==> src/rtl/scs_defs.vh <==
// constants for the startup configuration status register bank
`ifndef SCS_DEFS_VH
`define SCS_DEFS_VH
`define SCS_ADDR_W 8
`define SCS_DATA_W 8
`define SCS_OFF_HARD_PIN 8'h09
`define SCS_OFF_TARGET_ADDR 8'h0A
`define SCS_OFF_IMAGE_REV 8'h0B
`define SCS_HARD_PIN_RST 8'h00
`define SCS_TARGET_ADDR_RST 7'h50
`define SCS_IMAGE_REV_RST 8'h00
`define SCS_CODE_W 6
`define SCS_CODE_LSB 2
`define SCS_ADDR_FIELD_LSB 1
`define SCS_LVL_LOW 2'h0
`define SCS_LVL_MID 2'h1
`define SCS_LVL_HIGH 2'h2
`define SCS_LSB_LOW 2'h0
`define SCS_LSB_MID 2'h1
`define SCS_LSB_HIGH 2'h3
`define SCS_LSB_HARD 2'h0
`define SCS_MODE_SOFT 1'b0
`define SCS_MODE_HARD 1'b1
`define SCS_SETTLE_RST 2'h0
`define SCS_SETTLE_CNT 2'h2
`define SCS_CODE_ZERO 6'h00
`define SCS_RSV_ZERO 2'h0
`define SCS_RSV_BIT 1'b0
`define SCS_UNMAPPED_DATA 8'h00
`define SCS_RDATA_RST 8'h00
`endif

==> src/rtl/scs_sync.v <==
// two-flop synchroniser, one per bit, for pins entering the clock domain
`timescale 1ns/1ps
module scs_sync #(
    parameter WIDTH = 1
) (
    input wire sys_clk_in,
    input wire sys_rst_in,
    input wire clk_en_in,
    input wire [WIDTH-1:0] async_in,
    output wire [WIDTH-1:0] sync_out
);
    genvar i;
    generate
        for (i = 0; i < WIDTH; i = i + 1) begin : g_bit
            reg meta_reg;
            reg stable_reg;
            always @(posedge sys_clk_in) begin
                if (sys_rst_in) begin
                    meta_reg <= 1'b0;
                    stable_reg <= 1'b0;
                end else if (clk_en_in) begin
                    meta_reg <= async_in[i];
                    stable_reg <= meta_reg;
                end
            end
            assign sync_out[i] = stable_reg;
        end
    endgenerate
endmodule // scs_sync

==> src/rtl/scs_startup_config_status_regs.v <==
// read-only startup configuration status registers
`timescale 1ns/1ps
`include "scs_defs.vh"
module scs_startup_config_status_regs (
    input wire sys_clk_in,
    input wire sys_rst_in,
    input wire clk_en_in,
    input wire hard_soft_select_pin_in,
    input wire [5:0] hard_pin_config_code_in,
    input wire [1:0] addr_select_level_in,
    input wire [6:0] nvm_target_address_in,
    input wire [7:0] nvm_image_revision_in,
    input wire nvm_commit_done_in,
    input wire [7:0] reg_addr_in,
    input wire reg_rd_in,
    output reg [7:0] reg_rdata_out,
    output reg reg_rvalid_out,
    output wire hard_mode_out,
    output wire [6:0] bus_target_address_out
);
    // addr_select_level_in: decoded three-level pin (low/mid/high), from the pad comparators
    // the synchroniser carries {select, code[5:0], level[1:0]}, nine bits in all

    // synchronised pins
    wire [8:0] pins_sync;
    wire sel_sync;
    wire sel_is_hard;
    wire [5:0] code_sync;
    wire [1:0] lvl_sync;
    wire capture_now;

    // read path
    wire hit_hard_pin;
    wire hit_target_addr;
    wire hit_image_rev;
    wire [7:0] hard_pin_image;
    wire [7:0] target_addr_image;
    reg [7:0] rdata_next;
    reg [7:0] rdata_hold_next;
    reg rvalid_next;

    // captured pin status
    reg in_reset_reg;
    reg in_reset_next;
    reg [1:0] settle_reg;
    reg [1:0] settle_next;
    reg hard_mode_reg;
    reg hard_mode_next;
    reg [5:0] code_reg;
    reg [5:0] code_next;
    reg [1:0] addr_lsb_reg;
    reg [1:0] addr_lsb_next;
    reg [1:0] lsb_next;

    // non-volatile copies
    reg [6:0] target_addr_reg;
    reg [6:0] target_addr_next;
    reg [7:0] image_rev_reg;
    reg [7:0] image_rev_next;
    reg reload_pending_reg;
    reg reload_pending_next;

    // pins are asynchronous to the clock, so they are synchronised before capture
    scs_sync #(
        .WIDTH(9)
    ) u_pin_sync (
        .sys_clk_in(sys_clk_in),
        .sys_rst_in(sys_rst_in),
        .clk_en_in(clk_en_in),
        .async_in({hard_soft_select_pin_in, hard_pin_config_code_in, addr_select_level_in}),
        .sync_out(pins_sync)
    );
    assign sel_sync = pins_sync[8];
    assign code_sync = pins_sync[7:2];
    assign lvl_sync = pins_sync[1:0];
    assign sel_is_hard = (sel_sync == `SCS_MODE_HARD);

    // three-level decode; the spare code 3 is taken as high so that no pad
    // reading can ever produce the missing address value 2
    always @* begin
        case (lvl_sync)
            `SCS_LVL_LOW: lsb_next = `SCS_LSB_LOW;
            `SCS_LVL_MID: lsb_next = `SCS_LSB_MID;
            `SCS_LVL_HIGH: lsb_next = `SCS_LSB_HIGH;
            default: lsb_next = `SCS_LSB_HIGH;
        endcase
    end

    // capture waits for the synchroniser to flush the zeros it held in reset,
    // so pins must stay put for three enabled clocks after release
    assign capture_now = in_reset_reg && (settle_reg == `SCS_SETTLE_CNT);

    always @* begin
        in_reset_next = in_reset_reg;
        settle_next = settle_reg;
        hard_mode_next = hard_mode_reg;
        code_next = code_reg;
        addr_lsb_next = addr_lsb_reg;
        if (capture_now) begin
            in_reset_next = 1'b0;
            hard_mode_next = sel_sync;
            if (sel_is_hard) begin
                code_next = code_sync;
                addr_lsb_next = `SCS_LSB_HARD;
            end else begin
                code_next = `SCS_CODE_ZERO;
                addr_lsb_next = lsb_next;
            end
        end else if (in_reset_reg) begin
            settle_next = settle_reg + 2'h1;
        end
    end

    // once captured only the next reset touches these, which holds them
    always @(posedge sys_clk_in) begin
        if (sys_rst_in) begin
            in_reset_reg <= 1'b1;
            settle_reg <= `SCS_SETTLE_RST;
            hard_mode_reg <= `SCS_MODE_SOFT;
            code_reg <= `SCS_CODE_ZERO;
            addr_lsb_reg <= `SCS_LSB_LOW;
        end else if (clk_en_in) begin
            in_reset_reg <= in_reset_next;
            settle_reg <= settle_next;
            hard_mode_reg <= hard_mode_next;
            code_reg <= code_next;
            addr_lsb_reg <= addr_lsb_next;
        end
    end

    // non-volatile contents arrive from on-chip logic in this clock domain;
    // the first enabled clock after reset reloads both, a commit only the revision
    always @* begin
        reload_pending_next = 1'b0;
        target_addr_next = target_addr_reg;
        image_rev_next = image_rev_reg;
        if (reload_pending_reg) begin
            target_addr_next = nvm_target_address_in;
            image_rev_next = nvm_image_revision_in;
        end else if (nvm_commit_done_in) begin
            image_rev_next = nvm_image_revision_in;
        end
    end

    always @(posedge sys_clk_in) begin
        if (sys_rst_in) begin
            target_addr_reg <= `SCS_TARGET_ADDR_RST;
            image_rev_reg <= `SCS_IMAGE_REV_RST;
            reload_pending_reg <= 1'b1;
        end else if (clk_en_in) begin
            target_addr_reg <= target_addr_next;
            image_rev_reg <= image_rev_next;
            reload_pending_reg <= reload_pending_next;
        end
    end

    assign hard_mode_out = hard_mode_reg;
    // address used by the serial-bus front end to match its own transactions;
    // the stored low two bits are replaced by the pin or forced value
    assign bus_target_address_out = {target_addr_reg[6:2], addr_lsb_reg};

    // register images; reserved bits read zero so a careless host sees no noise
    assign hard_pin_image = {code_reg, `SCS_RSV_ZERO};
    assign target_addr_image = {bus_target_address_out, `SCS_RSV_BIT};

    // offset decode
    assign hit_hard_pin = (reg_addr_in == `SCS_OFF_HARD_PIN);
    assign hit_target_addr = (reg_addr_in == `SCS_OFF_TARGET_ADDR);
    assign hit_image_rev = (reg_addr_in == `SCS_OFF_IMAGE_REV);

    always @* begin
        rdata_next = `SCS_UNMAPPED_DATA;
        if (hit_hard_pin) begin
            rdata_next = hard_pin_image;
        end else if (hit_target_addr) begin
            rdata_next = target_addr_image;
        end else if (hit_image_rev) begin
            rdata_next = image_rev_reg;
        end
    end

    // rvalid repeats reg_rd_in one enabled clock later; rdata holds until the next read so a slow
    // host can still pick it up later
    always @* begin
        rvalid_next = reg_rd_in;
        rdata_hold_next = reg_rdata_out;
        if (reg_rd_in) begin
            rdata_hold_next = rdata_next;
        end
    end

    always @(posedge sys_clk_in) begin
        if (sys_rst_in) begin
            reg_rdata_out <= `SCS_RDATA_RST;
            reg_rvalid_out <= 1'b0;
        end else if (clk_en_in) begin
            reg_rdata_out <= rdata_hold_next;
            reg_rvalid_out <= rvalid_next;
        end
    end
endmodule // scs_startup_config_status_regs

==> config.mk <==
export PLATFORM = sky130hd
export DESIGN_NAME = scs_startup_config_status_regs
export DESIGN_NICKNAME = d
export VERILOG_FILES = /design/src/rtl/scs_sync.v /design/src/rtl/scs_startup_config_status_regs.v
export VERILOG_INCLUDE_DIRS = /design/src /design/src/rtl
export SDC_FILE = /design/constraint.sdc
export NUM_CORES = 1
export LEC_CHECK = 0
export ABC_AREA = 1
export BUFFER_PORTS_ARGS = -buffer_cell sky130_fd_sc_hd__buf_2
export CAP_MARGIN = 20
export CORE_MARGIN = 5
export CORE_UTILIZATION = 42
export DETAILED_ROUTE_END_ITERATION = 10
export HOLD_SLACK_MARGIN = 0.08
export PLACE_DENSITY = 0.66
export REMOVE_ABC_BUFFERS = 1
export SLEW_MARGIN = 20
export SYNTH_ARGS = -nofsm -noshare
export SYNTH_HDL_FRONTEND = slang
export SYNTH_SLANG_ARGS = --single-unit
==> constraint.sdc <==
create_clock -name sys_clk_in -period 2.8 [get_ports sys_clk_in]
set_clock_uncertainty 0.05 [all_clocks]
set_input_delay 0.42 -clock sys_clk_in [delete_from_list [all_inputs] [get_ports sys_clk_in]]
set_output_delay 0.42 -clock sys_clk_in [all_outputs]
set_load 0.05 [all_outputs]
# Word level (Yosys, flattened, before mapping)
# Index checks and enable logic that the tools add are counted.
# Widths: inputs -> output; s select.
# classes
add_sub_neg	1
eq_ne	5
mux	8
bitwise	1
n_reduce_logical	8
# ops
cell	n
$mux 8	5
$eq 8x4->1 const B	3
$reduce_and 2->1	4
$mux 6	1
$pmux 2 s2	1
$reduce_and 3->1	1
$add 2x1->2 const B	1
$eq 2x1->1 const B	1
$eq 2x2->1 const B	1
$logic_not 2->1	1
$mux 2	1
$reduce_bool 2->1	1
$logic_and 1x1->1	1
$not 1->1	1
# totals
register_bits	55
output_inout_bits	17
wordCells	51

# Longest topological paths before layout
# Gate-level depths: netlist of run 1.
# depth
ltp_word	4
ltp_mapped	9
ltp_nobuf	8

# Hierarchy
# Synthesis of run 1 repeated with hierarchy kept, for this count alone.
# hier_totals
hier_cells	326
hier_area_um2	2339.7
# by_module_without_submodules
mod	n_inst	cells_per_inst	area_per_inst_um2	seq_area_each_um2
scs_startup_config_status_regs	1	203	1510.2	700.7
scs_sync	1	123	829.5	360.3

# Worst setup path after synthesis of run 1
# No wires, ideal clock.
# synth_timing
kind	input to register
startpoint	input reg_addr_in[4]
endpoint	register reg_rdata_out[4]
arrival_ns	1.084
t_required_ns	2.618
path_slack_ns	1.533
stages	9
cell_sequence	inv_1 -> nand2_1 -> nor2_2 -> buf_2 -> nand3_1 -> nand2_1 -> inv_1 -> nand2_1 -> a21oi_1
# synth_between
elab_chain_cells	4
# synth_lines
item	line_no	text
start, declared	scs_startup_config_status_regs.v:14	input wire [7:0] reg_addr_in,
$eq 8x4->1 (no source line)	--	
$mux 8	scs_startup_config_status_regs.v:177	end else if (hit_image_rev) begin
$mux 8	scs_startup_config_status_regs.v:175	end else if (hit_target_addr) begin
$mux 8 (*)	scs_startup_config_status_regs.v:173	if (hit_hard_pin) begin
end signal, assigned	scs_startup_config_status_regs.v:194	reg_rdata_out <= `SCS_RDATA_RST;
end signal, assigned	scs_startup_config_status_regs.v:197	reg_rdata_out <= rdata_hold_next;
end, declared	scs_startup_config_status_regs.v:16	output reg [7:0] reg_rdata_out,
# Mark *: on every way between the ends. The rest lies on a longest branch, timed or not.
# A chain may end at the register's enable or synchronous reset.

# Final worst setup path of run 1
# layout_timing
startpoint	input reg_addr_in[4]
endpoint	register reg_rdata_out[7]
# Same word-level chain as after synthesis.

==> results of run 1 <==
[per-layer routing]
layer | routed length [um] | part of all wire (%) | vias to the layer above | GRT usage [%]
li1 | - | - | 1040 | -
met1 | 2090 | 45 | 848 | 17.3
met2 | 2230 | 48 | 34 | 26.3
met3 | 247 | 5.3 | 5 | 3.73
met4 | 56 | 1.2 | 0 | 5.48
met5 | 0 | 0 | - | 0
[cells in the mapped netlist (all sizes together), types with 4 or more instances]
master / count / area [um^2]
a21oi: 21 / 105
buf: 8 / 48.8
clkbuf: 4 / 15.0
dfxtp: 53 / 1060
inv: 31 / 116
nand2: 56 / 215
nand3: 29 / 158
nor2: 59 / 236
o21ai: 31 / 155
[worst paths after layout]
path / startpoint / endpoint / slack, ns
worst max-delay path: reg_addr_in[4] / reg_rdata_out[7]$_SDFFE_PP0P_ / 1.27
worst min-delay path: nvm_target_address_in[4] / target_addr_reg[4]$_SDFFE_PP1P_ / 0.26
worst max register to register: settle_reg[0]$_SDFFE_PP0P_ / code_reg[0]$_SDFFE_PP0P_ / 1.51
worst min register to register: image_rev_reg[1]$_SDFFE_PP0P_ / image_rev_reg[1]$_SDFFE_PP0P_ / 0.41
[power by group through the flow]
stage                     Combinational [uW]  Sequential [uW]  Clock (uW)
after floorplan                         90.4              863           0
after global placement                   183              836           0
after detailed placement                 186              836           0
after CTS                                187              820         435
after global routing                     210              825         464
final                                    185              819         418
[cell type report]
| class | count | share of cell area, % |
|---|---|---|
| Sequential cell | 53 | 41.7 |
| Multi-Input combinational cell | 201 | 36.1 |
| Timing Repair Buffer | 54 | 10.9 |
| Inverter | 31 | 4.57 |
| Tap cell | 70 | 3.44 |
| Clock buffer | 5 | 2.70 |
| Clock inverter | 2 | 0.639 |
[layout by cell type (no fill, tap or decap)]
| cell type | synthesis | routed |
|---|---|---|
| sky130_fd_sc_hd__clkinvlp_4 | 0 | 1 |
| sky130_fd_sc_hd__nand3b_1 | 1 | 1 |
| sky130_fd_sc_hd__a211oi_1 | 1 | 1 |
| sky130_fd_sc_hd__nor2_4 | 1 | 1 |
| sky130_fd_sc_hd__nand4_1 | 1 | 1 |
| sky130_fd_sc_hd__buf_4 | 1 | 3 |
| sky130_fd_sc_hd__nand3_1 | 28 | 28 |
| sky130_fd_sc_hd__a21oi_1 | 21 | 21 |
| sky130_fd_sc_hd__clkbuf_8 | 0 | 5 |
| sky130_fd_sc_hd__nor2_1 | 55 | 55 |
| sky130_fd_sc_hd__clkinv_4 | 0 | 1 |
| sky130_fd_sc_hd__dfxtp_1 | 53 | 53 |
| sky130_fd_sc_hd__ha_1 | 1 | 1 |
| sky130_fd_sc_hd__nand2_1 | 54 | 54 |
| sky130_fd_sc_hd__nand2_2 | 2 | 2 |
| sky130_fd_sc_hd__o21ai_0 | 31 | 31 |
| sky130_fd_sc_hd__a221oi_2 | 1 | 1 |
| sky130_fd_sc_hd__nor2_2 | 3 | 3 |
| sky130_fd_sc_hd__nand3_4 | 1 | 1 |
| sky130_fd_sc_hd__buf_2 | 6 | 51 |
| sky130_fd_sc_hd__inv_1 | 30 | 30 |
| sky130_fd_sc_hd__inv_2 | 1 | 1 |
[metrics by stage]
stage | power (uW) | hold WS, ns
after floorplan | 953 | 0.369
after global placement | 1020 | 0.380
after detailed placement | 1020 | 0.390
after CTS | 1440 | 0.258
after global routing | 1500 | 0.266
final | 1420 | 0.264
[logic make-up (layout without fill, tap and decap cells)]
logic type | Yosys count | after routing
simple gates | 146 | 146
compound gates | 54 | 54
flops | 53 | 53
buf+inv | 43 | 92
fa+ha+maj | 1 | 1
[critical path, stage by stage]
cell                      delay, ns
sky130_fd_sc_hd__buf_2         0.10
sky130_fd_sc_hd__inv_1         0.04
sky130_fd_sc_hd__nand2_1       0.05
sky130_fd_sc_hd__nor2_2        0.47
sky130_fd_sc_hd__nand2_1       0.27
sky130_fd_sc_hd__nand3_1       0.18
sky130_fd_sc_hd__nand2_1       0.07
sky130_fd_sc_hd__a21oi_1       0.11
==> results list, run 1 <==
* Post-synth top flop: sky130_fd_sc_hd__dfxtp_1
* Sum of negative setup slack: 0 ns
- The number of global-route vias before repair came to 1784.
- Dominant combinational cell family by area after synthesis: simple AND/OR/NAND/NOR gates
- DRC violation count after routing: 0
* Number of antenna violations at the first check in global routing: 0
* Combinational share of power: 13.0%
- DP Wirelength: 3370 um
- Buffers on Ports: 51
* Worst setup slack after placement: 0.951 ns
- Total wirelength of the detailed-routed design: 4630 um
- After clock tree synthesis, the clock-pin slew on the worst setup and hold paths is 0.09 ns.
- After the last flow step, the layout net total stands at 384.
- Post-Syn Area: 0.00216 mm^2
- The Yosys step of the flow raised 0 warnings.
- Total clock buffers created by CTS: 5
- Summing the areas of all compound-gate instances in the mapped netlist gives 13.1% of the synthesized area.
* Worst max-slew margin expressed relative to the limit: 57.5%
- IR analysis of the VDD net gives a maximum drop of 0.277 mV.
- Crit path required time: 2.98 ns
- Count of cells along the worst hold path: 3
- Dividing total power by cell area gives a power density of 559 mW/mm^2.
* Post-Route Utilization: 50.5%
- Unique cell type count in the Yosys netlist: 21
* Cell depth of the worst flop-to-flop path: 6
- Post-layout minimum cycle time: 1.53 ns
* Initial DRT Pass Iterations: 4
- Overflow left after global routing: 0
* Placed cell count: 409
* Final worst path period share: 54.7%
* Buffers inserted during post-CTS setup optimization: 0
* Detail Route Antenna Nets: 0
- Placeable Area: 0.00504 mm^2
* Non-Filler Instances: 416
- Number of enable flip-flop cells after synthesis: 0
- The routed layout has 1927 vias.
- Proportion of power drawn by the clock network: 29.4%
* Share of post-route cells with drive strength above 1: 20.2%
- The longest clock path from root to sink contains 2 buffers.
* Width of the chip: 81.7 um
* Post-synthesis share of cell area spent on full adders, half adders and majority gates: 0.579%
* Hold/Removal Path Class: in -> reg
- Number of slew-limit violations in the final report: 0
- From synthesis to final layout, the design area changed by 17.9%.
- After synthesis, flip-flops and latches occupy 49.1% of the total area.
- The worst setup path is captured at a flip-flop.
- The congestion estimate from routability-driven global placement came to 0.805.
- Async set-or-reset flop fraction in the synthesized netlist: 0%
- TritonCTS clock tree: built
* Vias per cell: 4.63
* Pin count of the biggest net entering global routing: 22
- The portion of synthesized area spent on multiplexers is 0%.
* First-pass GRT wire length: 7720 um
* Non-Filler Cell Area, Final: 0.00255 mm^2
* Number of top-level pins: 54
- Root Driver: sky130_fd_sc_hd__clkbuf_8
* Per-instance average area after synthesis: 7.27 um^2
- Register share of total power: 57.6%
* CTS Sinks: 53
* Setup repair after global routing missed its margin: false
- Maximum capacitance violations: 0
- Highest net fanout along the worst path: 16
- Setup violations remaining at the end of the flow were counted as 0.
- Starting density of the core: 42.8%
- Critical Path Source Type: input pin
- Instance count of the mapped netlist: 297
* Routed WL per cell: 11.1 um
- Number of DRC violations after detailed-routing iteration 0: 122
* Fillcell total: 545
- The multi-input combinational cells in the finished layout cover a total of 918 um^2.
- Gates resized during post-CTS repair numbered 0.
- Summing all placed instances gives a cell area of 0.00246 mm^2.
- In the post-route analysis, the smallest setup slack over all paths is 1.27 ns.
* Register area: 0.00106 mm^2
* Source-to-sink clock delay at the later pin of the worst-skew pair: 0.30 ns
* CP Class: in -> reg
- Die ar.: 0.00668 mm^2
* Register bit total from synthesis: 53
* Overall Global Routing Usage: 14.9%
- The number of hold buffers added after CTS was 0.
- From bottom edge to top edge, the die measures 81.7 um.
- Net switching is 27.5% of the power.
* Simple-gate portion of the synthesized area: 28.9%
- Max frequency: 653 MHz
- Post-synthesis xor/xnor area fraction: 0%
- Internal power comes to 1030 uW.
- Final-report hold violation count: 0
- 0 antenna diodes ended up in the layout.
* Placement Rows: 26
- Status: finished, final reports clean
- STA puts the critical path data arrival time at 1.71 ns.
* Leak: 0.00117 uW
- For the pin with the worst max-slew slack, the measured transition is 0.636 ns.
- Reported net switching power: 391 uW
* Number of levels in the clock H-tree: 2
Power figures use the tool's default switching activity.
==> inputs of run 2 (changes only) <==
--- a/config.mk
+++ b/config.mk
@@ -13,7 +13,7 @@
 export CORE_UTILIZATION = 42
 export DETAILED_ROUTE_END_ITERATION = 10
 export HOLD_SLACK_MARGIN = 0.08
-export PLACE_DENSITY = 0.66
+export PLACE_DENSITY = 0.69
 export REMOVE_ABC_BUFFERS = 1
 export SLEW_MARGIN = 20
 export SYNTH_ARGS = -nofsm -noshare
==> constraint.sdc (replaced) <==
create_clock -name sys_clk_in -period 1.3 [get_ports sys_clk_in]
set_clock_uncertainty 0.05 [all_clocks]
set_input_delay 0.195 -clock sys_clk_in [delete_from_list [all_inputs] [get_ports sys_clk_in]]
set_output_delay 0.195 -clock sys_clk_in [all_outputs]
set_load 0.05 [all_outputs]
==> results list, run 2 (synthesis gave the netlist of run 1 again) <==
* Die ar.: 0.00668 mm^2 (unchanged)
- The kind of cell with the highest combined delay along the critical path is flip-flops.
- Number of antenna violations at the first check in global routing: 0 (unchanged)
* Share of post-route cells with drive strength above 1: 22.5% (+2.3 points)
- The number of nets in the layout came to 410 (+6.8%).
- Initial DRT Pass Iterations: 4 (unchanged)
- The number of antenna diodes came to 0 (unchanged).
- DRC violation count after routing: 0 (unchanged)
- First-pass GRT wire length: 8650 um (+12%)
- Combinational share of power: 14.7% (+1.7 points)
- The area of the placeable core came to 0.00504 mm^2 (unchanged).
- Number of slew-limit violations in the final report: 0 (unchanged)
- The filler cell count in the final layout was 473 (-13%).
- Proportion of power drawn by the clock network: 29.9% (+0.5 points)
* Root Driver: sky130_fd_sc_hd__clkbuf_8
- The largest fanout on the critical path was 3 (-13).
* Non-Filler Cell Area, Final: 0.00282 mm^2 (+11%)
- RD Place Congestion: 0.804 (-0.15%)
- Sw Share: 26.8% (-0.71 points)
- Vias per cell: 4.55 (-1.9%)
* Die height: 81.7 um (unchanged)
* Most common cell after layout, fill and taps aside: sky130_fd_sc_hd__nor2_1
- The total wire length after detailed routing is 4830 um (+4.4%).
* Final-report hold violation count: 0 (unchanged)
- Walking the worst path, the cells encountered are buf_2.
- The final critical path takes up 94.1% of the cycle.
* Max clock buf depth: 2 (unchanged)
- Number of top-level pins: 54 (unchanged)
- The post-place setup slack came to -0.0160 ns (-0.967 ns).
- The worst reg2reg path depth was 5 (-1).
* Dpl cell area: 0.00256 mm^2 (+3.9%)
* Count of cells along the worst hold path: 3 (unchanged)
- The worst register-to-register path ends at code_reg[4]$_SDFFE_PP0P_.
- The combined area of the multi-input logic cells came to 931 um^2 (+1.4%).
- The total negative slack came to 0 ns (unchanged).
- The largest net degree at the start of global routing is 36 (+64%).
- Post-Route Utilization: 55.8% (+5.3 points)
* Routed WL per cell: 10.9 um (-2.0%)
* Buffers inserted during post-CTS setup optimization: 0 (unchanged)
- Crit path required time: 1.05 ns (-1.93 ns)
- The count of max-cap constraint violations was 0 (unchanged).
* Starting density of the core: 42.8% (unchanged)
- Highest-count cells in the layout ignoring fill and taps: sky130_fd_sc_hd__nor2_1, sky130_fd_sc_hd__nand2_1, sky130_fd_sc_hd__dfxtp_1
- In this run the critical register-to-register path is launched from settle_reg[1]$_SDFFE_PP0P_.
- The slack of the critical path was 0.0773 ns (-1.19 ns).
* Slew at the pin with the worst max-slew slack: 0.373 ns (-0.263 ns)
* Register area: 0.00106 mm^2 (unchanged)
* Worst hold slack after final layout: 0.0798 ns (-0.185 ns)
- The static leakage is 0.00130 uW (+11%).
* Critical Path Source Type: flip-flop
* TritonCTS clock tree: built
- The die boundary width was 81.7 um (unchanged).
* Detail Route Antenna Nets: 0 (unchanged)
- Status: finished, final reports clean
- Hold/Removal Path Class: in -> reg
- The clock slew at the register clock pins of the worst setup and hold paths is 0.09 ns (about the same).
* Slowest cell on crit path: sky130_fd_sc_hd__dfxtp_1
- The via count of the routed design is 2014 (+4.5%).
- Worst max-slew margin expressed relative to the limit: 75.1% (+18 points)
- The arrival time of data at the critical path endpoint was 0.98 ns (-0.73 ns).
* Number of global-route vias before repair: 1983 (+11%)
* Internal cell power: 2340 uW (+130%)
- Max frequency: 818 MHz
* Start point of the worst hold path: nvm_image_revision_in[6]
- Power density relative to cell area: 1140 mW/mm^2 (+100%)
- FF-to-FF setup slack: 0.13 ns (-1.38 ns)
- The clock insertion delay at the later pin of the skew report was 0.30 ns (about the same).
- The count of input and output buffers came to 51 (unchanged).
- Buf/Inv on CP: 1 (-1)
- CTS Sinks: 53 (unchanged)
- The placed wire-length estimate was 3470 um (+2.9%).
- The overflow left after global routing was 0 (unchanged).
- The overall track demand over capacity in global routing came to 16.6% (+1.7 points).
- Kind of end point of the critical path: primary output
* CP Class: reg -> out
- The peak per-stage delay on the critical path is 0.39 ns (-0.08 ns).
- The level count of the clock H-tree is 2 (unchanged).
- The net switching power figure came to 856 uW (+120%).
- The number of rows created at floorplan is 26 (unchanged).
- The area growth from synthesis to layout is 30.4%.
* Worst VDD drop: 0.697 mV (+150%)
* Setup repair after global routing missed its margin: false
- The final setup violation count came to 0 (unchanged).
* Worst Hold End: image_rev_reg[6]$_SDFFE_PP0P_
- Post-layout minimum cycle time: 1.22 ns
* Number of DRC violations after detailed-routing iteration 0: 86 (-30%)
* Number of stages on the worst setup path: 1 (-7)
- Register share of total power: 55.4% (-2.2 points)
* Total clock buffers created by CTS: 5 (unchanged)
[run 2: cell types whose count changed in the layout (fill, tap and decap cells not counted), sizes merged]
cell,delta
clkinvlp,-1
clkinv,+1
buf,+11
clkbuf,+1
dlygate4sd3,+15
[run 2: per-stage QoR]
| stage | total power, uW | std cells |
|---|---|---|
| global placement | 2220 | 420 |
| detailed placement | 2230 | 420 |
| CTS | 3220 | 443 |
| floorplan | 2050 | 285 |
| finish | 3200 | 443 |
| global route | 3390 | 443 |
[run 2: how the worst max path moves through the flow]
stage                               startpoint  slack (ns)                                           to
2_1_floorplan                   reg_addr_in[4]       -0.05                reg_rdata_out[2]$_SDFFE_PP0P_
3_3_place_gp                         clk_en_in       0.006  u_pin_sync.g_bit[5].stable_reg$_SDFFE_PP0P_
3_5_place_dp                    reg_addr_in[4]       -0.02                reg_rdata_out[3]$_SDFFE_PP0P_
4_1_cts        target_addr_reg[2]$_SDFFE_PP0P_        0.06                    bus_target_address_out[2]
5_1_grt             settle_reg[0]$_SDFFE_PP0P_       0.009                     code_reg[2]$_SDFFE_PP0P_
6_report       target_addr_reg[2]$_SDFFE_PP0P_        0.08                    bus_target_address_out[2]
[run 2: tightest hold or removal path: cells and delay by family]
kind                   cells  cell delay (ns)
AND/OR/NAND/NOR            2             0.12
buffers and inverters      1             0.07
[run 2: timing repair]
item | 4_1_cts | 5_1_grt
hold buffers | 15 | 0
endpoints found under the hold margin | 15 | 0
endpoints found under the setup margin | 0 | 11
gates resized for setup | 0 | 4
[run 2: cell type report]
type,instances,area share (%)
well taps,70,3.11
clock inverters,2,0.489
repair buffers,80,18.6
inverters,31,4.13
clock buffers,6,2.93
multi-input cells,201,33.1
flip-flops and latches,53,37.7
[run 2: layer usage]
metal | global-route usage, % | wire length (um) | up-vias
li1 | - | - | 1097
met1 | 20.0 | 2180 | 877
met2 | 29.8 | 2370 | 35
met3 | 3.07 | 227 | 5
met5 | 0 | 0 | -
met4 | 4.98 | 48 | 0
[run 2: power groups by stage]
stage	clock network (uW)	logic (uW)	registers, uW
floorplan	0	195	1860
global route	1070	538	1780
finish	956	470	1770
CTS	986	466	1770
detailed placement	0	430	1800
global placement	0	420	1800
